`src/alf_pkg.sv`:
```
package alf_pkg;
    // Instruction word layout
    localparam int INSTR_W = 14;
    localparam int TOP_HI = 13;
    localparam int TOP_LO = 12;
    localparam int OPC_HI = 11;
    localparam int OPC_LO = 8;
    localparam int TARGET_BIT = 7;
    localparam int INDEX_HI = 6;
    localparam int LIT_HI = 7;
    localparam int DATA_W = 8;
    localparam int INDEX_W = 7;
    localparam int NIBBLE_W = 4;
    localparam int FILE_DEPTH = 128;

    // Encodings of the two supported instructions
    localparam logic [1:0] TOP_LITERAL = 2'h3;
    localparam logic [3:0] OPC_AND_LITERAL = 4'h9;
    localparam logic [1:0] TOP_BYTE_FILE = 2'h0;
    localparam logic [3:0] OPC_ADD_FILE = 4'h7;
    localparam logic TARGET_ACC = 1'h0;
    localparam logic TARGET_FILE = 1'h1;

    // Reset values
    localparam logic [DATA_W-1:0] ACC_RESET = 8'h00;
    localparam logic [DATA_W-1:0] FILE_RESET = 8'h00;
    localparam logic FLAG_RESET = 1'h0;

    typedef enum logic [3:0] {
        ALF_PH_DECODE = 4'h1,
        ALF_PH_READ = 4'h2,
        ALF_PH_PROCESS = 4'h4,
        ALF_PH_WRITE = 4'h8
    } alf_phase_t;

    typedef enum logic [2:0] {
        ALF_OP_NONE = 3'h1,
        ALF_OP_AND_LIT = 3'h2,
        ALF_OP_ADD_FILE = 3'h4
    } alf_op_t;
endpackage

```
`src/alf_rf_if.sv`:
```
`timescale 1ns/1ps
`default_nettype none
interface alf_rf_if;
    logic [alf_pkg::INDEX_W-1:0] rd_index;
    logic [alf_pkg::DATA_W-1:0] rd_data;
    logic wr_en;
    logic [alf_pkg::INDEX_W-1:0] wr_index;
    logic [alf_pkg::DATA_W-1:0] wr_data;
    logic [alf_pkg::INDEX_W-1:0] peek_index;
    logic [alf_pkg::DATA_W-1:0] peek_data;

    modport core (
        output rd_index,
        output wr_en,
        output wr_index,
        output wr_data,
        output peek_index,
        input rd_data,
        input peek_data
    );
    modport store (
        input rd_index,
        input wr_en,
        input wr_index,
        input wr_data,
        input peek_index,
        output rd_data,
        output peek_data
    );
endinterface
`default_nettype wire

```
`src/alf_regfile.sv`:
```
`timescale 1ns/1ps
`default_nettype none
module alf_regfile (
    // Clock and reset
    input wire logic clock,
    input wire logic rstn,
    // Core side
    alf_rf_if.store rf
);
    typedef struct packed {
        logic [alf_pkg::FILE_DEPTH-1:0][alf_pkg::DATA_W-1:0] mem;
    } alf_rf_state_t;

    alf_rf_state_t q, d;

    always_comb begin
        d = q;
        if (rf.wr_en) begin
            d.mem[rf.wr_index] = rf.wr_data;
        end
    end

    always_ff @(posedge clock or negedge rstn) begin
        if (!rstn) begin
            q <= '{mem: {alf_pkg::FILE_DEPTH{alf_pkg::FILE_RESET}}};
        end else begin
            q <= d;
        end
    end

    assign rf.rd_data = q.mem[rf.rd_index];
    assign rf.peek_data = q.mem[rf.peek_index];
endmodule
`default_nettype wire

```
`src/alf_core.sv`:
```
`timescale 1ns/1ps
`default_nettype none
module alf_core (
    // Clock and reset
    input wire logic clock,
    input wire logic rstn,
    // Instruction from the fetch stage, sampled in the decode phase
    input wire logic instr_valid,
    input wire logic [alf_pkg::INSTR_W-1:0] instr_word,
    // Accumulator preload, taken in the decode phase
    input wire logic acc_load_valid,
    input wire logic [alf_pkg::DATA_W-1:0] acc_load_data,
    // File preload, lost when the core writes the same cycle
    input wire logic file_load_valid,
    input wire logic [alf_pkg::INDEX_W-1:0] file_load_index,
    input wire logic [alf_pkg::DATA_W-1:0] file_load_data,
    // File observation
    input wire logic [alf_pkg::INDEX_W-1:0] peek_index,
    output logic [alf_pkg::DATA_W-1:0] peek_data,
    // Architectural state
    output logic [alf_pkg::DATA_W-1:0] accumulator,
    output logic overflow_out_bit,
    output logic nibble_overflow_bit,
    output logic result_null_flag,
    // Sequencing
    output logic decode_phase,
    output logic retire
);
    typedef struct packed {
        alf_pkg::alf_phase_t phase;
        alf_pkg::alf_op_t op;
        logic target;
        logic [alf_pkg::INDEX_W-1:0] index;
        logic [alf_pkg::DATA_W-1:0] literal;
        logic [alf_pkg::DATA_W-1:0] operand;
        logic [alf_pkg::DATA_W-1:0] result;
        logic carry_new;
        logic nibble_new;
        logic acc_a;
        logic [alf_pkg::DATA_W-1:0] acc;
        logic carry;
        logic nibble;
        logic zero;
        logic retire;
        logic [alf_pkg::DATA_W-1:0] peek;
    } alf_core_state_t;

    localparam alf_core_state_t STATE_RESET = '{
        phase: alf_pkg::ALF_PH_DECODE,
        op: alf_pkg::ALF_OP_NONE,
        target: alf_pkg::TARGET_ACC,
        index: 7'h00,
        literal: 8'h00,
        operand: 8'h00,
        result: 8'h00,
        carry_new: alf_pkg::FLAG_RESET,
        nibble_new: alf_pkg::FLAG_RESET,
        acc_a: 1'h0,
        acc: alf_pkg::ACC_RESET,
        carry: alf_pkg::FLAG_RESET,
        nibble: alf_pkg::FLAG_RESET,
        zero: alf_pkg::FLAG_RESET,
        retire: 1'h0,
        peek: 8'h00
    };

    alf_core_state_t q, d;
    alf_rf_if rf ();
    logic core_wr;
    logic [alf_pkg::DATA_W:0] full_sum;
    logic [alf_pkg::NIBBLE_W:0] low_sum;

    alf_regfile u_regfile (
        .clock(clock),
        .rstn(rstn),
        .rf(rf.store)
    );

    assign core_wr = (q.phase == alf_pkg::ALF_PH_WRITE) && (q.op == alf_pkg::ALF_OP_ADD_FILE)
                     && (q.target == alf_pkg::TARGET_FILE);
    assign rf.rd_index = q.index;
    assign rf.wr_en = core_wr || file_load_valid;
    assign rf.wr_index = core_wr ? q.index : file_load_index;
    assign rf.wr_data = core_wr ? q.result : file_load_data;
    assign rf.peek_index = peek_index;

    assign full_sum = {1'b0, q.acc} + {1'b0, q.operand};
    assign low_sum = {1'b0, q.acc[alf_pkg::NIBBLE_W-1:0]} + {1'b0, q.operand[alf_pkg::NIBBLE_W-1:0]};

    always_comb begin
        d = q;
        d.retire = 1'b0;
        d.peek = rf.peek_data;
        case (q.phase)
            alf_pkg::ALF_PH_DECODE: begin
                d.phase = alf_pkg::ALF_PH_READ;
                d.op = alf_pkg::ALF_OP_NONE;
                if (instr_valid && instr_word[alf_pkg::TOP_HI:alf_pkg::TOP_LO] == alf_pkg::TOP_LITERAL
                    && instr_word[alf_pkg::OPC_HI:alf_pkg::OPC_LO] == alf_pkg::OPC_AND_LITERAL) begin
                    d.op = alf_pkg::ALF_OP_AND_LIT;
                end else if (instr_valid && instr_word[alf_pkg::TOP_HI:alf_pkg::TOP_LO] == alf_pkg::TOP_BYTE_FILE
                    && instr_word[alf_pkg::OPC_HI:alf_pkg::OPC_LO] == alf_pkg::OPC_ADD_FILE) begin
                    d.op = alf_pkg::ALF_OP_ADD_FILE;
                end
                d.target = instr_word[alf_pkg::TARGET_BIT];
                d.index = instr_word[alf_pkg::INDEX_HI:0];
                d.literal = instr_word[alf_pkg::LIT_HI:0];
                if (acc_load_valid) begin
                    d.acc = acc_load_data;
                end
            end
            alf_pkg::ALF_PH_READ: begin
                d.phase = alf_pkg::ALF_PH_PROCESS;
                d.operand = (q.op == alf_pkg::ALF_OP_AND_LIT) ? q.literal : rf.rd_data;
            end
            alf_pkg::ALF_PH_PROCESS: begin
                d.phase = alf_pkg::ALF_PH_WRITE;
                if (q.op == alf_pkg::ALF_OP_AND_LIT) begin
                    d.result = q.acc & q.operand;
                end else begin
                    d.result = full_sum[alf_pkg::DATA_W-1:0];
                end
                d.carry_new = full_sum[alf_pkg::DATA_W];
                d.nibble_new = low_sum[alf_pkg::NIBBLE_W];
            end
            alf_pkg::ALF_PH_WRITE: begin
                d.phase = alf_pkg::ALF_PH_DECODE;
                d.retire = (q.op != alf_pkg::ALF_OP_NONE);
                if (q.op == alf_pkg::ALF_OP_AND_LIT) begin
                    d.acc = q.result;
                    d.zero = (q.result == 8'h00);
                end else if (q.op == alf_pkg::ALF_OP_ADD_FILE) begin
                    d.carry = q.carry_new;
                    d.nibble = q.nibble_new;
                    d.zero = (q.result == 8'h00);
                    if (q.target == alf_pkg::TARGET_ACC) begin
                        d.acc = q.result;
                    end
                end
            end
            default: begin
                d = STATE_RESET;
            end
        endcase
    end

    always_ff @(posedge clock or negedge rstn) begin
        if (!rstn) begin
            q <= STATE_RESET;
        end else begin
            q <= d;
        end
    end

    assign accumulator = q.acc;
    assign overflow_out_bit = q.carry;
    assign nibble_overflow_bit = q.nibble;
    assign result_null_flag = q.zero;
    assign decode_phase = q.phase[0];
    assign retire = q.retire;
    assign peek_data = q.peek;
endmodule
`default_nettype wire

```
`config.mk`:
```
export PLATFORM = sky130hd
export DESIGN_NAME = alf_core
export DESIGN_NICKNAME = d
export VERILOG_FILES = /design/src/alf_pkg.sv /design/src/alf_rf_if.sv /design/src/alf_regfile.sv /design/src/alf_core.sv
export SDC_FILE = /design/constraint.sdc
export NUM_CORES = 2
export LEC_CHECK = 0
export ABC_CLOCK_PERIOD_IN_PS = 2800
export BUFFER_PORTS_ARGS = -buffer_cell sky130_fd_sc_hd__buf_2
export CAP_MARGIN = 15
export CORE_ASPECT_RATIO = 0.8
export CORE_MARGIN = 10
export CORE_UTILIZATION = 58
export CTS_CLUSTER_DIAMETER = 150
export CTS_CLUSTER_SIZE = 14
export DETAILED_ROUTE_END_ITERATION = 8
export PLACE_DENSITY = 0.77
export SYNTH_ARGS = -nofsm -noshare
export SYNTH_HDL_FRONTEND = slang
export SYNTH_SLANG_ARGS = --single-unit
```
`constraint.sdc`:
```
create_clock -name clock -period 2.8 [get_ports clock]
set_clock_uncertainty 0.05 [all_clocks]
set_input_delay 0.56 -clock clock [delete_from_list [all_inputs] [get_ports clock]]
set_output_delay 0.56 -clock clock [all_outputs]
set_load 0.01 [all_outputs]
```
* Word-level counts from Yosys, hierarchy flattened
Index checks and enable logic that the tools add are counted.
** Operators by class
- Add/sub/neg operators :: 2
- $lt $le $gt $ge :: 4
- Equality and inequality tests :: 15
- Multiplexer cells :: 26
- Bitwise operators :: 3
- Reductions and logical operators :: 19
** Operators by type and width (number)
- $bwmux W1024 :: 1
- $bmux W8 S7 :: 2
- $mux W8 :: 10
- $demux W8 S7 :: 1
- $pmux W19 S2 :: 1
- $lt A7 B8 Y1 const B :: 3
- $pmux W8 S3 :: 1
- $pmux W10 S2 :: 1
- $pmux W8 S2 :: 1
- $pmux W4 S3 :: 1
- $reduce_or A3 Y1 :: 4
- $mux W11 :: 1
- $add A8 B8 Y9 :: 1
- $and A8 B8 Y8 :: 1
- $eq A4 B3 Y1 const B :: 2
- $eq A4 B4 Y1 const B :: 2
- $logic_not A8 Y1 :: 1
- $pmux W4 S2 :: 1
- $ge A7 B1 Y1 const B :: 1
- $logic_and A1 B1 Y1 :: 7
- $mux W7 :: 1
- $mux W3 :: 2
- $ne A3 B1 Y1 const B :: 2
- $add A4 B4 Y5 :: 1
- other kinds (18) :: 20
** Word-level totals
- Register bits after elaboration :: 1085
- Output and inout port bits :: 21
- Logic and storage cells :: 212

* Longest topological paths before layout
- Depth in word-level cells :: 9
- Depth in mapped cells :: 12
- Mapped depth without buffers :: 9

* Cells and area by module
A second synthesis with hierarchy kept.
** Unflattened totals
- Cells, all modules :: 3480
- Area, all modules :: 57323.7 um^2
** Modules (own cells, without submodules)
- alf_regfile :: instances 1, cells an instance 3199, area each 54448.5 um^2, sequential area each 25624.6 um^2
- alf_core :: instances 1, cells an instance 281, area each 2875.3 um^2, sequential area each 1328.8 um^2

* Least setup slack after synthesis
Ideal clock, no wire load.
- Path type :: in2reg
- Start :: input port peek_index[0] in the netlist's numbering
- End :: register q (netlist bit peek_data[0])
- Setup time :: 130 ps
- Data arrival time :: 2976 ps
- Data required time :: 2620 ps
- Path slack :: -356 ps
- Stages on the path :: 8
- Cell sequence :: clkbuf_1 clkbuf_1 buf_1 mux4_2 mux4_2 mux2_2 o211ai_1 o21ai_0
** RTL lines
- from (decl) :: RTL line alf_core.sv:18 : input wire logic [alf_pkg::INDEX_W-1:0] peek_index,
- to (signal assigned) :: RTL line alf_core.sv:149 : q <= STATE_RESET;
- to (signal assigned) :: RTL line alf_core.sv:151 : q <= d;
- to (decl) :: RTL line alf_core.sv:67 : alf_core_state_t q, d;

* Worst setup path in the final report
- Start :: register q (netlist bit rf.rd_index[0])
- End :: register q[36] in the netlist's numbering
** Between the ends
- Word-level cells in the longest chain between the ends :: 4
** Ends and longest elaborated chain
- $bmux W8 S7 :: RTL line alf_regfile.sv:31 : assign rf.rd_data = q.mem[rf.rd_index];
- $mux W8 (implied by the code) :: RTL line alf_regfile.sv:31
- $mux W8 :: RTL line alf_core.sv:114 : d.operand = (q.op == alf_pkg::ALF_OP_AND_LIT) ? q.literal : rf.rd_data;
- $pmux W8 S2 :: RTL line alf_core.sv:94 : case (q.phase)
No other way between the ends. The select of a mux whose other input is x is not followed.
A chain may end at the register's enable or synchronous reset.

==> insert_results.sql <==
INSERT INTO impl_metrics (metric_group, metric, value, unit) VALUES
('floorplanning', 'die-width', '373', 'um'),
('placement', 'place.detailed.hpwl', '135000', 'um'),
('power_and_ir_drop', 'max-vdd-ir-drop', '562', 'uV'),
('logic_synthesis', 'ys_ff_latch', '1077', ''),
('floorplanning', 'core_area', '98700', 'um^2'),
('logic_synthesis', 'synth_edf_count', '0', ''),
('logic_synthesis', 'synthesis.area', '57700', 'um^2'),
('flow_run', 'max_cap_violations', '0', ''),
('route', 'drtIter0Drc', '8003', ''),
('clock_tree', 'cts_buffer_depth', '3', ''),
('route', 'route.vias.total', '48200', ''),
('floorplanning', 'io_pins', '70', ''),
('timing', 'fin_crit_period', '2.94', 'ns'),
('route', 'drt-met1-wl', '71000', 'um'),
('global_route', 'grt_pass1_vias', '46200', ''),
('worst_hold_path', 'holdCritPathClass', 'input pin to flip-flop', ''),
('logic_synthesis', 'postSynthNetCount', '4999', ''),
('outcome', 'status', 'finished, violations left', ''),
('critical_path', 'crit_path_end_kind', 'flip-flop', ''),
('power_and_ir_drop', 'power.density_cell_area', '574', 'nW/um^2'),
('global_route', 'grt.total_usage', '0.349', ''),
('logic_synthesis', 'syn-instance-count', '4941', ''),
('critical_path', 'crit_path_start_kind', 'flip-flop', ''),
('route', 'wl_met2', '89500', 'um'),
('clock_tree', 'clock_insertion_delay_worst_skew', '0.74', 'ns'),
('critical_path', 'cp_max_fo', '6', ''),
('floorplanning', 'initial_core_util', '0.585', ''),
('critical_path', 'cp_slowest_cell', 'sky130_fd_sc_hd__mux4_2', ''),
('timing', 'fmax', '341', 'MHz'),
('outcome', 'violations', 'setup timing', ''),
('route', 'vias_per_cell', '7.32', ''),
('timing', 'finalSetupViolCount', '22', ''),
('logic_synthesis', 'synth_seq_area_share', '0.467', ''),
('timing', 'layout_setup_ws', '-0.136', 'ns'),
('route', 'met3_length', '32700', 'um'),
('logic_synthesis', 'most_used_dff_post_synth', 'sky130_fd_sc_hd__dfrtp_1', ''),
('finish', 'syn2layout_area_growth', '19.0', '%'),
('finish', 'finish.net_count', '5309', ''),
('route', 'drt_wl_total', '209000', 'um'),
('global_route', 'grt_pass1_wl', '298000', 'um'),
('critical_path', 'critPathMaxStageDelay', '0.63', 'ns'),
('finish', 'fraction_of_final_layout_cells_sized_beyond_drive_strength_1', '0.327', ''),
('clock_tree', 'clkSinkCount', '1077', ''),
('global_route', 'pin_count_of_the_biggest_net_entering_global_routing', '89', ''),
('critical_path', 'setup.reg_to_reg.worst_slack', '-0.14', 'ns'),
('clock_tree', 'cts-buffers-inserted', '86', ''),
('floorplanning', 'floorplan.die.height', '302', 'um'),
('critical_path', 'reg2reg_to', 'q[36]', ''),
('finish', 'stdcell_area', '68700', 'um^2'),
('timing', 'timing_worst_slew_pin_value', '0.689', 'ns'),
('global_route', 'antenna_found_initial', '11', ''),
('power_and_ir_drop', 'total_leakage_power', '29.4', 'nW'),
('clock_tree', 'clkTransAtPathRegs', '0.07', 'ns'),
('placement', 'portBuffers', '69', ''),
('logic_synthesis', 'average_cell_area_after_synthesis', '11.7', 'um^2'),
('logic_synthesis', 'yosysUniqueCellTypes', '74', ''),
('critical_path', 'arrival', '3.49', 'ns'),
('route', 'final_antenna_net_count', '0', ''),
('floorplanning', 'num_rows', '103', ''),
('clock_tree', 'cts.root.buffer_cell', 'sky130_fd_sc_hd__clkbuf_16', ''),
('critical_path', 'r2r-start', 'rf.rd_index[0]', ''),
('placement', 'detailed_place.area', '63300', 'um^2'),
('logic_synthesis', 'ys_warn_count', '0', ''),
('clock_tree', 'maximum_level_of_the_cts_h_tree', '3', ''),
('placement', 'dp_cells', '6310', ''),
('route', 'topRoutingLayerUsed', 'met5', ''),
('placement', 'placement_stage_worst_setup_slack', '-0.666', 'ns'),
('critical_path', 'cpMostUsedCell', 'sky130_fd_sc_hd__mux4_2', ''),
('critical_path', 'worst-setup-path-type', 'flip-flop to flip-flop', ''),
('timing', 'drv_slew', '0', ''),
('floorplanning', 'floorplan.die_area', '113000', 'um^2');
[cell families after synthesis]
| kind of cell | count (synthesis) | synth area share |
|---|---|---|
| buffers and inverters | 530 | 0.0474 |
| muxes | 675 | 0.246 |
| and+or+nand+nor | 1382 | 0.119 |
| DFF | 1077 | 0.467 |
| AOI/OAI and AO/OA | 1262 | 0.117 |
| adders and majority gates | 9 | 0.00208 |
| xor gates and xnor gates | 6 | 0.000910 |
[routing by layer]
| metal | GRT usage | vias up |
|---|---|---|
| met5 | 0.0101 | - |
| met3 | 0.135 | 1098 |
| li1 | - | 18800 |
| met2 | 0.506 | 4418 |
| met1 | 0.454 | 23900 |
| met4 | 0.184 | 22 |
[sequential cells by signal, indices dropped and copies added (netlist names)]
name,cells
result_null_flag,1
retire,1
overflow_out_bit,1
peek_data,8
rf.rd_index,6
accumulator,8
u_regfile.q,1024
decode_phase,1
nibble_overflow_bit,1
q,26
[worst max path at each step]
stage                         startpoint      endpoint  slack [ns]
after floorplan            peek_index[0]  peek_data[0]        0.01
after global placement     peek_index[0]  peek_data[7]       -0.63
after detailed placement   peek_index[0]  peek_data[7]       -0.67
after CTS                 rf.rd_index[0]         q[36]       -0.04
after global routing      rf.rd_index[0]         q[36]       -0.15
final                     rf.rd_index[0]         q[36]       -0.14
[timing repair]
| item | CTS | global route |
|---|---|---|
| hold buffers | 1 | 0 |
| pin swaps | 23 | 64 |
| endpoints found under the hold margin | 27 | 0 |
| setup endpoints to repair | 749 | 541 |
| setup buffers | 42 | 98 |
| gates cloned | 6 | 22 |
| resized for setup | 54 | 257 |
[cell type report]
class                           count  area (um^2)
Fill cell                        6493        30000
Inverter                           10         37.5
Clock inverter                      7         95.1
Timing Repair Buffer              742         8840
Multi-Input combinational cell   3334        28900
Antenna cell                        5         12.5
Clock buffer                      105         2220
Sequential cell                  1077        27000
Tap cell                         1312         1640
[where the power goes]
group | internal, mW | switching (mW)
Combinational | 4.18 | 4.37
Clock | 5.58 | 5.92
Sequential | 17.5 | 1.91
Total | 27.3 | 12.2
[stage by stage]
step	utilization	hold slack (ns)	TNS [ns]	total power, mW
2_1_floorplan	-	0.214	0	24.0
3_3_place_gp	0.642	0.413	-32.19	26.8
3_5_place_dp	0.642	0.425	-56.46	27.3
4_1_cts	0.674	0.00849	-0.0757	38.7
5_1_grt	0.696	0.0296	-3.77	40.6
6_report	0.696	0.0206	-0.914	39.5
[worst register-to-register path, cell delays in order, from the launching register on]
cell,delay [ns]
sky130_fd_sc_hd__dfrtp_4,0.45
sky130_fd_sc_hd__buf_12,0.14
sky130_fd_sc_hd__buf_16,0.16
sky130_fd_sc_hd__mux4_2,0.53
sky130_fd_sc_hd__mux4_2,0.63
sky130_fd_sc_hd__mux2i_1,0.18
sky130_fd_sc_hd__nor3_1,0.07
sky130_fd_sc_hd__o311ai_1,0.34
sky130_fd_sc_hd__buf_4,0.21
sky130_fd_sc_hd__nand2_2,0.04
[synth_stat cells (all sizes together) (14+ instances only)]
cell / count / area share
and3: 27 / 0.0029
nor4: 84 / 0.029
buf: 285 / 0.031
dfrtp: 1075 / 0.47
a22oi: 47 / 0.0061
nor2: 855 / 0.056
mux4: 592 / 0.23
nand2: 319 / 0.021
clkbuf: 235 / 0.015
o21ai: 257 / 0.022
mux2: 21 / 0.0041
mux2i: 62 / 0.011
or4: 14 / 0.0018
nand3: 35 / 0.0031
a21oi: 865 / 0.076
[placed cells by master (no fill, tap or decap), types with 11 or more instances in the layout]
cell type	Yosys	routed
sky130_fd_sc_hd__o21ai_1	100	96
sky130_fd_sc_hd__nand2_2	1	36
sky130_fd_sc_hd__nand3_1	34	34
sky130_fd_sc_hd__clkbuf_16	0	106
sky130_fd_sc_hd__mux2i_1	59	49
sky130_fd_sc_hd__a22o_1	11	11
sky130_fd_sc_hd__and3_1	27	13
sky130_fd_sc_hd__a22oi_1	47	46
sky130_fd_sc_hd__nor2_4	0	12
sky130_fd_sc_hd__dfrtp_1	1075	1071
sky130_fd_sc_hd__clkbuf_1	227	19
sky130_fd_sc_hd__mux2_2	21	20
sky130_fd_sc_hd__buf_8	1	14
sky130_fd_sc_hd__and3_4	0	12
sky130_fd_sc_hd__or4_4	0	11
sky130_fd_sc_hd__nor2_2	1	12
sky130_fd_sc_hd__mux4_2	592	592
sky130_fd_sc_hd__o21ai_2	0	21
sky130_fd_sc_hd__buf_2	111	65
sky130_fd_sc_hd__buf_6	26	30
sky130_fd_sc_hd__nor4_4	78	78
sky130_fd_sc_hd__nand2_4	0	16
sky130_fd_sc_hd__buf_4	105	389
sky130_fd_sc_hd__a21oi_2	9	28
sky130_fd_sc_hd__o21ai_0	157	139
sky130_fd_sc_hd__nor2_1	854	831
sky130_fd_sc_hd__nand2_1	318	267
sky130_fd_sc_hd__buf_12	0	214
sky130_fd_sc_hd__a21oi_1	854	833
Power figures use the tool's default switching activity.
